[config.mk]
export PLATFORM = sky130hd
export DESIGN_NAME = watchdog_top
export DESIGN_NICKNAME = d
export VERILOG_FILES = /design/src/logic/watchdog_pkg.sv /design/src/logic/wdg_link_if.sv /design/src/logic/wdg_prescaler.sv /design/src/logic/wdg_reset_stretch.sv /design/src/logic/watchdog_top.sv
export VERILOG_INCLUDE_DIRS = /design/src /design/src/logic
export SDC_FILE = /design/constraint.sdc
export NUM_CORES = 1
export LEC_CHECK = 0
export ABC_CLOCK_PERIOD_IN_PS = 2300
export BUFFER_PORTS_ARGS = -buffer_cell sky130_fd_sc_hd__buf_2
export CORE_UTILIZATION = 40
export CTS_CLUSTER_SIZE = 14
export DETAILED_ROUTE_END_ITERATION = 16
export PLACE_DENSITY = 0.7
export SKIP_CTS_REPAIR_TIMING = 1
export SLEW_MARGIN = 30
export SYNTH_ARGS = -nofsm -noshare
export SYNTH_HDL_FRONTEND = slang
export SYNTH_SLANG_ARGS = --single-unit
[constraint.sdc]
create_clock -name clk_i -period 2.3 [get_ports clk_i]
set_input_delay 0.46 -clock clk_i [delete_from_list [all_inputs] [get_ports clk_i]]
set_output_delay 0.46 -clock clk_i [all_outputs]
set_load 0.03 [all_outputs]
[src/logic/watchdog_regs.svh]
`ifndef WATCHDOG_REGS_SVH
`define WATCHDOG_REGS_SVH

// byte addresses of the registers
`define WDG_ADDR_COUNT 8'hD8
`define WDG_ADDR_STATUS 8'hDC

// watchdog_count_control layout and reset value
`define WDG_COUNT_RESET 8'hFE
`define WDG_BIT_ACT 0
`define WDG_BIT_SR 1
`define WDG_T_TOP 7
`define WDG_T_BITS 6
`define WDG_CNT_SR 6

// status register layout
`define WDG_ST_ACTIVE 0
`define WDG_ST_STOP 1
`define WDG_ST_CAUSE 2

// timing counts in internal clock cycles, except the stage count, which counts divide-by-twelve steps
`define WDG_PRESC_DIV 4'hC
`define WDG_PRESC_STAGE 9'h100
`define WDG_RST_HOLD 12'h800

// bus answers
`define WDG_RESP_OKAY 2'h0
`define WDG_RESP_SLVERR 2'h2

`endif

[src/logic/watchdog_pkg.sv]
`default_nettype none
package watchdog_pkg;

    // sleep state of the core as seen by the watchdog
    typedef enum logic [1:0] {
        SLP_RUN = 2'b00,
        SLP_WAIT = 2'b01,
        SLP_STOP = 2'b10
    } sleep_state_t;

endpackage
`default_nettype wire

[src/logic/wdg_link_if.sv]
`timescale 1ns/10ps
`default_nettype none
interface wdg_link_if;
    logic tick;
    logic freeze;
    logic trigger;
    logic core_rst;
    logic restart;

    modport presc (input freeze, input restart, output tick);
    modport stretch (input trigger, output core_rst);
    modport hub (output freeze, output trigger, output restart, input tick,
        input core_rst);
endinterface
`default_nettype wire

[src/logic/wdg_prescaler.sv]
`timescale 1ns/10ps
`default_nettype none
`include "watchdog_regs.svh"
module wdg_prescaler (
    input wire logic clk_i,
    input wire logic resetn_i,
    wdg_link_if.presc link
);
    logic [3:0] div_r;
    logic [3:0] div_nxt;
    logic [8:0] stg_r;
    logic [8:0] stg_nxt;
    logic tick_r;
    logic tick_nxt;

    ////////////////////////////////////////////////////////////////////////
    // divide by twelve, then by the period stage; held while frozen
    // restart on reload so a period never starts part way through a stage
    always_comb begin
        div_nxt = div_r;
        stg_nxt = stg_r;
        tick_nxt = 1'b0;
        if (link.restart) begin
            div_nxt = 4'h0;
            stg_nxt = 9'h000;
        end else if (!link.freeze) begin
            if (div_r == `WDG_PRESC_DIV - 4'h1) begin
                div_nxt = 4'h0;
                if (stg_r == `WDG_PRESC_STAGE - 9'h001) begin
                    stg_nxt = 9'h000;
                    tick_nxt = 1'b1;
                end else begin
                    stg_nxt = stg_r + 9'h001;
                end
            end else begin
                div_nxt = div_r + 4'h1;
            end
        end
    end

    always_ff @(posedge clk_i or negedge resetn_i) begin
        if (!resetn_i) begin
            div_r <= 4'h0;
            stg_r <= 9'h000;
            tick_r <= 1'b0;
        end else begin
            div_r <= div_nxt;
            stg_r <= stg_nxt;
            tick_r <= tick_nxt;
        end
    end

    assign link.tick = tick_r;
endmodule
`default_nettype wire

[src/logic/wdg_reset_stretch.sv]
`timescale 1ns/10ps
`default_nettype none
`include "watchdog_regs.svh"
module wdg_reset_stretch (
    input wire logic clk_i,
    input wire logic resetn_i,
    wdg_link_if.stretch link
);
    logic [11:0] hold_r;
    logic [11:0] hold_nxt;
    logic rst_r;
    logic rst_nxt;

    ////////////////////////////////////////////////////////////////////////
    // internal reset held for the stabilisation delay after any source
    always_comb begin
        if (link.trigger) begin
            hold_nxt = `WDG_RST_HOLD;
        end else if (hold_r != 12'h000) begin
            hold_nxt = hold_r - 12'h001;
        end else begin
            hold_nxt = hold_r;
        end
        rst_nxt = (hold_nxt != 12'h000);
    end

    always_ff @(posedge clk_i or negedge resetn_i) begin
        if (!resetn_i) begin
            hold_r <= `WDG_RST_HOLD;
            rst_r <= 1'b1;
        end else begin
            hold_r <= hold_nxt;
            rst_r <= rst_nxt;
        end
    end

    assign link.core_rst = rst_r;
endmodule
`default_nettype wire

[src/logic/watchdog_top.sv]
// Contract
// - active counter expiry resets whole device
// - software option: disabled until activation bit written
// - once active, stays active until reset
// - hardware option: activation bit always one
// - hardware, no external stop: stop becomes wait
// - external stop, pin low: stop becomes wait
// - external stop, pin high: freeze, enter stop
// - wake from stop resumes counting held value
// - any reset loads register with FEh
// - soft reset bit falling resets device
// - period bits reversed onto counter bits
// - reset fires when counter bit six falls
// - 64 periods, 3072 to 196608 cycles
// - inactive counter works as 7-bit timer
// - counter clocked by internal clock over 3072 (twelve, then 256)
// - watchdog reset restarts like external reset
// - internal reset held 2048 cycles after release
//
// The AXI4-Lite slave port is this design's own decision.
`timescale 1ns/10ps
`default_nettype none
`include "watchdog_regs.svh"
module watchdog_top (
    input wire logic clk_i,
    input wire logic resetn_i,
    // hardware options, taken while the internal reset is held
    input wire logic opt_hw_activate_i,
    input wire logic opt_ext_stop_i,
    // core sleep handshake
    input wire logic sleep_req_i,
    input wire logic wake_irq_i,
    input wire logic nmi_pin_i,
    output logic core_reset_o,
    output logic stop_mode_o,
    output logic wait_mode_o,
    // axi4-lite slave
    input wire logic [7:0] s_axi_awaddr,
    input wire logic s_axi_awvalid,
    output logic s_axi_awready,
    input wire logic [31:0] s_axi_wdata,
    input wire logic [3:0] s_axi_wstrb,
    input wire logic s_axi_wvalid,
    output logic s_axi_wready,
    output logic [1:0] s_axi_bresp,
    output logic s_axi_bvalid,
    input wire logic s_axi_bready,
    input wire logic [7:0] s_axi_araddr,
    input wire logic s_axi_arvalid,
    output logic s_axi_arready,
    output logic [31:0] s_axi_rdata,
    output logic [1:0] s_axi_rresp,
    output logic s_axi_rvalid,
    input wire logic s_axi_rready
);
    wdg_link_if link ();

    logic [6:0] cnt_r;
    logic [6:0] cnt_nxt;
    logic act_r;
    logic act_nxt;
    logic opt_hw_r;
    logic opt_hw_nxt;
    logic opt_ext_r;
    logic opt_ext_nxt;
    logic cause_r;
    logic cause_nxt;
    logic trig;
    watchdog_pkg::sleep_state_t slp_r;
    watchdog_pkg::sleep_state_t slp_nxt;
    logic bvalid_r;
    logic bvalid_nxt;
    logic [1:0] bresp_r;
    logic [1:0] bresp_nxt;
    logic rvalid_r;
    logic rvalid_nxt;
    logic [1:0] rresp_r;
    logic [1:0] rresp_nxt;
    logic [31:0] rdata_r;
    logic [31:0] rdata_nxt;
    logic wr_go;
    logic rd_go;
    logic wr_count;
    logic wr_status;
    logic act_eff;
    logic [7:0] count_view;
    logic [6:0] wr_cnt;
    logic [6:0] init_cnt;
    logic [7:0] init_reg;

    ////////////////////////////////////////////////////////////////////////
    // helpers: prescaler and reset stretcher
    wdg_prescaler u_presc (
        .clk_i(clk_i),
        .resetn_i(resetn_i),
        .link(link)
    );

    wdg_reset_stretch u_stretch (
        .clk_i(clk_i),
        .resetn_i(resetn_i),
        .link(link)
    );

    ////////////////////////////////////////////////////////////////////////
    // reversed mapping of period bits onto the physical counter
    assign init_reg = `WDG_COUNT_RESET;
    genvar gi;
    generate
        for (gi = 0; gi < `WDG_T_BITS; gi = gi + 1) begin : g_map
            assign count_view[`WDG_T_TOP - gi] = cnt_r[gi];
            assign wr_cnt[gi] = s_axi_wdata[`WDG_T_TOP - gi];
            assign init_cnt[gi] = init_reg[`WDG_T_TOP - gi];
        end
    endgenerate
    assign count_view[`WDG_BIT_SR] = cnt_r[`WDG_CNT_SR];
    assign count_view[`WDG_BIT_ACT] = act_eff;
    assign wr_cnt[`WDG_CNT_SR] = s_axi_wdata[`WDG_BIT_SR];
    assign init_cnt[`WDG_CNT_SR] = init_reg[`WDG_BIT_SR];
    assign act_eff = act_r | opt_hw_r;

    ////////////////////////////////////////////////////////////////////////
    // bus write and read decode
    assign wr_go = s_axi_awvalid & s_axi_wvalid & ~bvalid_r;
    assign rd_go = s_axi_arvalid & ~rvalid_r;
    assign wr_count = wr_go & s_axi_wstrb[0]
        & (s_axi_awaddr == `WDG_ADDR_COUNT);
    assign wr_status = wr_go & s_axi_wstrb[0]
        & (s_axi_awaddr == `WDG_ADDR_STATUS);
    assign s_axi_awready = wr_go;
    assign s_axi_wready = wr_go;
    assign s_axi_arready = rd_go;

    ////////////////////////////////////////////////////////////////////////
    // counter, activation and reset trigger
    always_comb begin
        cnt_nxt = cnt_r;
        act_nxt = act_r;
        trig = 1'b0;
        if (link.core_rst) begin
            cnt_nxt = init_cnt;
            act_nxt = 1'b0;
        end else if (wr_count) begin
            cnt_nxt = wr_cnt;
            act_nxt = act_r | s_axi_wdata[`WDG_BIT_ACT];
            if (cnt_r[`WDG_CNT_SR] && !wr_cnt[`WDG_CNT_SR]) begin
                trig = 1'b1;
            end
        end else if (link.tick) begin
            cnt_nxt = cnt_r - 7'h01;
            if (act_eff && cnt_r[`WDG_CNT_SR]
                && !cnt_nxt[`WDG_CNT_SR]) begin
                trig = 1'b1;
            end
        end
    end

    ////////////////////////////////////////////////////////////////////////
    // options follow the pins only while the internal reset is held
    always_comb begin
        opt_hw_nxt = opt_hw_r;
        opt_ext_nxt = opt_ext_r;
        if (link.core_rst) begin
            opt_hw_nxt = opt_hw_activate_i;
            opt_ext_nxt = opt_ext_stop_i;
        end
    end

    ////////////////////////////////////////////////////////////////////////
    // watchdog reset cause, set wins over write-one-to-clear
    always_comb begin
        cause_nxt = cause_r;
        if (wr_status && s_axi_wdata[`WDG_ST_CAUSE]) begin
            cause_nxt = 1'b0;
        end
        if (trig) begin
            cause_nxt = 1'b1;
        end
    end

    ////////////////////////////////////////////////////////////////////////
    // sleep handling: real stop or idle wait
    always_comb begin
        slp_nxt = slp_r;
        case (slp_r)
            watchdog_pkg::SLP_RUN: begin
                if (sleep_req_i) begin
                    if (!act_eff || (opt_ext_r && nmi_pin_i)) begin
                        slp_nxt = watchdog_pkg::SLP_STOP;
                    end else begin
                        slp_nxt = watchdog_pkg::SLP_WAIT;
                    end
                end
            end
            watchdog_pkg::SLP_WAIT: begin
                if (wake_irq_i) begin
                    slp_nxt = watchdog_pkg::SLP_RUN;
                end
            end
            watchdog_pkg::SLP_STOP: begin
                if (wake_irq_i) begin
                    slp_nxt = watchdog_pkg::SLP_RUN;
                end
            end
            default: begin
                slp_nxt = watchdog_pkg::SLP_RUN;
            end
        endcase
        if (link.core_rst) begin
            slp_nxt = watchdog_pkg::SLP_RUN;
        end
    end

    assign link.trigger = trig;
    assign link.restart = link.core_rst | wr_count;
    assign link.freeze = link.core_rst
        | (slp_r == watchdog_pkg::SLP_STOP);

    ////////////////////////////////////////////////////////////////////////
    // bus answers: write response and read data
    always_comb begin
        bvalid_nxt = bvalid_r;
        bresp_nxt = bresp_r;
        rvalid_nxt = rvalid_r;
        rresp_nxt = rresp_r;
        rdata_nxt = rdata_r;
        if (bvalid_r && s_axi_bready) begin
            bvalid_nxt = 1'b0;
        end
        if (wr_go) begin
            bvalid_nxt = 1'b1;
            if (s_axi_awaddr == `WDG_ADDR_COUNT
                || s_axi_awaddr == `WDG_ADDR_STATUS) begin
                bresp_nxt = `WDG_RESP_OKAY;
            end else begin
                bresp_nxt = `WDG_RESP_SLVERR;
            end
        end
        if (rvalid_r && s_axi_rready) begin
            rvalid_nxt = 1'b0;
        end
        if (rd_go) begin
            rvalid_nxt = 1'b1;
            rresp_nxt = `WDG_RESP_OKAY;
            rdata_nxt = 32'h0000_0000;
            case (s_axi_araddr)
                `WDG_ADDR_COUNT: begin
                    rdata_nxt[7:0] = count_view;
                end
                `WDG_ADDR_STATUS: begin
                    rdata_nxt[`WDG_ST_ACTIVE] = act_eff;
                    rdata_nxt[`WDG_ST_STOP] =
                        (slp_r == watchdog_pkg::SLP_STOP);
                    rdata_nxt[`WDG_ST_CAUSE] = cause_r;
                end
                default: begin
                    rresp_nxt = `WDG_RESP_SLVERR;
                end
            endcase
        end
    end

    ////////////////////////////////////////////////////////////////////////
    // state registers
    always_ff @(posedge clk_i or negedge resetn_i) begin
        if (!resetn_i) begin
            cnt_r <= 7'h7F;
            act_r <= 1'b0;
            opt_hw_r <= 1'b0;
            opt_ext_r <= 1'b0;
            cause_r <= 1'b0;
            slp_r <= watchdog_pkg::SLP_RUN;
            bvalid_r <= 1'b0;
            bresp_r <= 2'h0;
            rvalid_r <= 1'b0;
            rresp_r <= 2'h0;
            rdata_r <= 32'h0000_0000;
        end else begin
            cnt_r <= cnt_nxt;
            act_r <= act_nxt;
            opt_hw_r <= opt_hw_nxt;
            opt_ext_r <= opt_ext_nxt;
            cause_r <= cause_nxt;
            slp_r <= slp_nxt;
            bvalid_r <= bvalid_nxt;
            bresp_r <= bresp_nxt;
            rvalid_r <= rvalid_nxt;
            rresp_r <= rresp_nxt;
            rdata_r <= rdata_nxt;
        end
    end

    ////////////////////////////////////////////////////////////////////////
    // outputs
    assign core_reset_o = link.core_rst;
    assign stop_mode_o = (slp_r == watchdog_pkg::SLP_STOP);
    assign wait_mode_o = (slp_r == watchdog_pkg::SLP_WAIT);
    assign s_axi_bvalid = bvalid_r;
    assign s_axi_bresp = bresp_r;
    assign s_axi_rvalid = rvalid_r;
    assign s_axi_rresp = rresp_r;
    assign s_axi_rdata = rdata_r;
endmodule
`default_nettype wire

==> reports/results.txt, run 1 <==
Final hold violation count -> 0
Period utilisation layout -> 95.0%
FFs w/ async S/R, synth -> 100%
Slew HR -> 60.2%
Ys flop type -> dfrtp_1
Final wirelength -> 6000 microns
Worst R2R Start -> cnt_r[0]
Synth cell types -> 57
Synth Area per Inst -> 9.39 sq um
RSZ-0062 raised after global routing -> no
H-tree depth -> 2
Antenna diodes -> 0
Leak -> 0.00163 uW
Delay-heaviest family, CP -> simple AND/OR/NAND/NOR gates
Synth-to-layout area growth -> 16.6%
HP Class -> input pin to asynchronous set/reset pin
EDFF count, synth -> 0
Final setup viols -> 0
GRT met2 Usage -> 29.2%
Design area -> 3520 sq um
Ys Warns -> 0
Register area share after synthesis -> 43.4%
Die Span X -> 88.9 microns
Non-filler cells, final -> 491
Slew Viols, Final -> 0
Worst hold slack -> 78.5 ps
Cell Chain, Critical Path -> inv_1, ha_1, nand2_1, or4b_4, or3_1, a21oi_4, buf_4, nor2_1
Vias per cell -> 4.98
Multi-input combinational cell area -> 1520 sq um
Worst-Margin Slew -> 592 ps
Die area -> 7910 sq um
Core Region -> 7290 sq um
Mapped cell area -> 3020 sq um
Crit start category -> flop
Busiest grt layer -> met2
Dpl hpwl -> 4560 microns
Clk slew on worst S/H paths -> 100 ps
Clk root buf -> clkbuf_8
Gr ovfl total -> 0
GRT Overall Usage -> 16.5%
CTS sink count -> 52
TritonCTS clock tree -> yes
Min Tclk post-route -> 2190 ps
CTS buffer count -> 5
Fillers -> 703
Remaining DRCs -> 0
Fmax -> 0.458 GHz
Largest net degree at the start of global routing -> 21
CP Class -> flop to flop
Placer congestion estimate -> 0.835
NumNets Final -> 463
Worst EP required -> 2500 ps
PD cells -> 532 nW/um^2
Initial drt markers -> 54
Slowest stage delay, CP -> 510 ps
Placed Cells -> 482
WL/cell -> 12.2 microns
Vias -> 2,447
CP bufs+invs -> 2
Placed Area -> 3400 sq um
Max VDD drop -> 0.409 mV
Global-route wire length before repair -> 10,200 microns
Row cnt -> 31
Final Skew -> 16.5 ps
Crit path DAT -> 2390 ps
# port buffers -> 54
CP Max Fanout -> 7
Initial core utilization -> 41.5%
Ports -> 108
Die height -> 88.9 microns
RR Endpoint -> u_stretch.hold_r[0]
CTS Buffer Depth -> 2
FF/Latch Area -> 1310 sq um
Number of synthesized register bits -> 52
Status -> complete, no violations
Post-Syn Instances -> 322
Max-Cap Viols -> 0
Antenna violations before repair -> 0
Met3 Use GR -> 3.42%
Reg-to-reg slack, setup -> 110 ps
Crit end category -> flop
Total negative slack -> 0 ps
Number of global-route vias before repair -> 2,326
Layout cell share with drive strength beyond 1 -> 26.8%
Clk_lat worst skew -> 310 ps
Slowest-stage cell, CP -> or4b_4
DR pass1 iterations -> 4
M1 GR Usage -> 20.6%
Reg2reg path depth -> 8
Post-DRT Antenna Nets -> 0
[kinds of logic (layout without fill, tap and decap cells)]
logic type | count (synthesis) | count (layout) | synth area share, %
AOI/OAI and AO/OA | 63 | 63 | 13.4
xor gates and xnor gates | 15 | 15 | 4.35
adders and majority gates | 8 | 8 | 3.31
buffers and inverters | 52 | 97 | 10.1
DFF | 52 | 52 | 43.4
muxes | 6 | 6 | 2.07
other | 1 | 26 | 0.124
and+or+nand+nor | 125 | 125 | 23.2
[registers in the layout (all words and copies together) (netlist names), 2 cells and up]
signal            count
u_presc.stg_r         9
slp_r                 2
u_presc.div_r         4
u_stretch.hold_r     12
s_axi_rdata           8
cnt_r                 7
[where the power goes]
group | switching [uW] | internal (uW) | leakage [uW] | total, uW
sequential | 55.7 | 970 | 0.000631 | 1030
combinational | 220 | 119 | 0.000953 | 340
clock | 294 | 217 | 0.0000414 | 511
[per-stage QoR]
| step | setup WS [ps] | utilization (%) | power (uW) |
|---|---|---|---|
| after detailed placement | 101 | 46.6 | 1380 |
| after floorplan | 28.7 | - | 1280 |
| after global routing | 21.4 | 48.3 | 1990 |
| after CTS | 46.5 | 47.8 | 1900 |
| after global placement | 138 | 46.6 | 1370 |
| final | 114 | 48.3 | 1880 |
[synthesized netlist by cell type (2+ instances only)]
library cell	count	area, sq um
buf_4	27	203
a21oi_1	20	100
or4_4	2	22.5
nand2b_1	5	31.3
and3_1	3	18.8
dfstp_2	9	236
buf_2	2	10.0
mux2_2	2	22.5
dfrtp_1	43	1080
nor3_1	13	65.1
nor3b_1	3	22.5
a311oi_1	3	26.3
or4_1	5	37.5
nand4bb_1	2	22.5
nand4_1	2	12.5
o21a_1	2	15.0
clkbuf_1	6	22.5
nand2_1	13	48.8
o21ai_0	14	70.1
ha_1	8	100
o21bai_1	7	52.6
o31ai_1	2	15.0
nand4b_1	3	26.3
mux2i_1	4	40.0
xor2_1	7	61.3
inv_1	16	60.1
nor2_1	42	158
nor4_1	3	18.8
xnor2_1	8	70.1
o211ai_1	2	15.0
nor2b_1	2	12.5
or3_1	4	25.0
nand3_1	8	40.0
nand3b_1	2	15.0
or3b_2	2	17.5
a22o_1	5	43.8
[routing by layer]
layer / share of wire (%) / up-vias
met5: 0 / -
met4: 0.95 / 0
met3: 4.5 / 6
met2: 48 / 55
met1: 47 / 1161
li1: - / 1225
[cell type report]
cell class | instances | area share, %
tap | 99 | 3.51
inverter | 16 | 1.70
timing repair buffer | 73 | 11.8
clock buffer | 6 | 2.06
multi-input combinational | 243 | 43.2
clock inverter | 2 | 0.461
sequential | 52 | 37.2
[layout by cell type, fill, tap and decap left out, types with 2 or more instances in the layout]
cell        n
dfrtp_1    43
nand3b_1    2
or4_1       5
and3_1      3
nor3b_1     3
ha_1        8
clkbuf_8    5
nor4_1      3
buf_4      18
o21ai_0    14
nand4b_1    3
nand4bb_1   2
nand2_1    13
buf_2      54
a22o_1      5
or4_4       2
or3b_2      2
nor2b_1     2
o21a_1      2
a311oi_1    3
nor3_1     12
mux2i_1     4
o211ai_1    2
o21bai_1    7
nand3_1     8
nand4_1     2
xnor2_1     8
nand2b_1    5
a21oi_1    19
mux2_2      2
conb_1     26
inv_1      16
or3_1       4
dfstp_2     9
nor2_1     42
xor2_1      7
[worst max-delay path by stage]
stage                             start                 endpoint  slack (ps)  cells after the start
floorplan           u_stretch.hold_r[0]  u_stretch.link.core_rst          30                      8
global route        u_stretch.hold_r[1]      u_stretch.hold_r[3]          20                      8
CTS                            cnt_r[0]  u_stretch.link.core_rst          50                      8
global placement               cnt_r[0]  u_stretch.link.core_rst         140                      8
detailed placement             cnt_r[0]  u_stretch.link.core_rst         100                      8
finish                         cnt_r[0]      u_stretch.hold_r[0]         110                      8
(Power assumes the default switching activity.)
==> run 2: changes to the inputs <==
PLACE_DENSITY = 0.73   (was 0.7)
==> reports/results.txt, run 2 (synthesized netlist as in run 1, its figures left out) <==
Status -> complete, no violations
Worst-Margin Slew -> 580 ps (-12.0 ps)
Core Region -> 7290 sq um (unchanged)
Vias -> 2,494 (+1.9%)
Clk root buf -> clkbuf_8
Delay-heaviest family, CP -> simple AND/OR/NAND/NOR gates
H-tree depth -> 2 (unchanged)
Row cnt -> 31 (unchanged)
Max reg flops -> 12 (unchanged)
Slew HR -> 61.0% (+0.81 points)
# port buffers -> 54 (unchanged)
NumNets Final -> 463 (unchanged)
DR WL met2 -> 3070 microns (+7.2%)
Clk slew on worst S/H paths -> 100 ps (about the same)
Most common cell after layout, fill and taps aside -> buf_2
Vias per cell -> 5.08 (+1.9%)
CTS buffer count -> 5 (unchanged)
Antenna violations before repair -> 0 (unchanged)
Layout cell share with drive strength beyond 1 -> 26.8% (unchanged)
Final wirelength -> 6130 microns (+2.2%)
Final WS setup -> 108 ps (-5.96 ps)
DR pass1 iterations -> 4 (unchanged)
Final hold violation count -> 0 (unchanged)
Ports -> 108 (unchanged)
GRT Overall Usage -> 17.0% (+0.49 points)
Max-Cap Viols -> 0 (unchanged)
PD cells -> 540 nW/um^2 (+1.4%)
Number of global-route vias before repair -> 2,455 (+5.5%)
TritonCTS clock tree -> yes
Crit end category -> flop
Post-DRT Antenna Nets -> 0 (unchanged)
Synth-to-layout area growth -> 16.3%
Final core utilization -> 48.2% (-0.14 points)
Die height -> 88.9 microns (unchanged)
RSZ-0062 raised after global routing -> no
Commonest cells after routing, fill and taps aside -> buf_2, dfrtp_1, nor2_1, conb_1, a21oi_1
Slowest-stage cell, CP -> or4b_1
Dpl hpwl -> 4590 microns (+0.73%)
Initial core utilization -> 41.5% (unchanged)
CP Class -> flop to flop
Final Skew -> 14.2 ps (-2.38 ps)
Placer congestion estimate -> 0.844 (+1.1%)
Remaining DRCs -> 0 (unchanged)
CP Max Fanout -> 14 (+7)
Dpl ws -> 127 ps (+25.7 ps)
Final setup viols -> 0 (unchanged)
Fmax -> 0.456 GHz (-0.27%)
Fillers -> 709 (+0.85%)
WL/cell -> 12.5 microns (+2.2%)
Slowest stage delay, CP -> 530 ps (+20 ps)
CTS Buffer Depth -> 2 (unchanged)
Largest reg by FF count -> u_stretch.hold_r
Min Tclk post-route -> 2190 ps (+5.95 ps)
Antenna diodes -> 0 (unchanged)
CTS sink count -> 52 (unchanged)
Largest net degree at the start of global routing -> 21 (unchanged)
Crit path DAT -> 2440 ps (+50 ps)
Leak -> 0.00163 uW (about the same)
Die Span X -> 88.9 microns (unchanged)
Global-route wire length before repair -> 10,600 microns (+4.3%)
Max VDD drop -> 0.369 mV (-9.9%)
Slew Viols, Final -> 0 (unchanged)
Met3 Wirelength -> 247 microns (-7.5%)
Gr ovfl total -> 0 (unchanged)
CP bufs+invs -> 2 (unchanged)
Cell Chain, Critical Path -> inv_1, ha_1, nand2_1, or4b_1, or3_1, a21oi_2, buf_6, nand4bb_1
Crit start category -> flop
HP Class -> input pin to asynchronous set/reset pin
Worst EP required -> 2550 ps (+50 ps)
Total negative slack -> 0 ps (unchanged)
Worst hold slack -> 79.3 ps (+0.827 ps)
DR top layer -> met4
Period utilisation layout -> 95.3% (+0.26 points)
DRT met1 WL -> 2750 microns (-2.3%)
Initial drt markers -> 101 (+87%)
Die area -> 7910 sq um (unchanged)
Clk_lat worst skew -> 310 ps (about the same)
run 2: path summary, 6_finish.rpt:
kind / startpoint / end / slack, ps / cells after the start
worst max-delay path: cnt_r[0] / u_stretch.link.core_rst / 110 / 8
worst min-delay path: resetn_i / slp_r[0] / 80 / 1
worst max register to register: cnt_r[0] / u_stretch.link.core_rst / 110 / 8
worst min register to register: s_axi_rdata[1] / s_axi_rdata[1] / 490 / 2
max in group asynchronous: resetn_i / u_stretch.hold_r[11] / 1570 / 2
min in group clk_i: s_axi_rready / s_axi_rvalid / 320 / 2
run 2: worst register-to-register path: cells and delay by family (launching register included):
| family | cells | cell delay (ps) |
|---|---|---|
| simple gates | 4 | 1180 |
| flops | 1 | 400 |
| buf+inv | 2 | 240 |
| compound gates | 1 | 150 |
| fa+ha+maj | 1 | 160 |
run 2: area by class of cell:
| class | instances | area, sq um | share of cell area (%) |
|---|---|---|---|
| Tap cell | 99 | 124 | 3.52 |
| Timing Repair Buffer | 73 | 417 | 11.9 |
| Clock inverter | 3 | 21.3 | 0.605 |
| Clock buffer | 5 | 68.8 | 1.96 |
| Inverter | 16 | 60.1 | 1.71 |
| Multi-Input combinational cell | 243 | 1510 | 43.0 |
| Sequential cell | 52 | 1310 | 37.3 |
run 2: report_power, final:
part           switching, uW  total (uW)  internal [uW]
Combinational            221         341            120
Clock                    312         528            217
Sequential              58.1        1030            970
Total                    591        1900           1310
run 2: layer usage:
metal	vias up	GRT usage (%)
met5	-	0
met4	0	4.91
met3	8	2.68
met2	60	31.0
met1	1200	20.8
li1	1226	-
run 2: per-stage QoR:
step           total power, uW  cell area [sq um]  instances
2_1_floorplan             1280               3120        347
3_3_place_gp              1370               3410        483
3_5_place_dp              1380               3410        483
4_1_cts                   1910               3500        491
5_1_grt                   2010               3510        491
6_report                  1900               3510        491
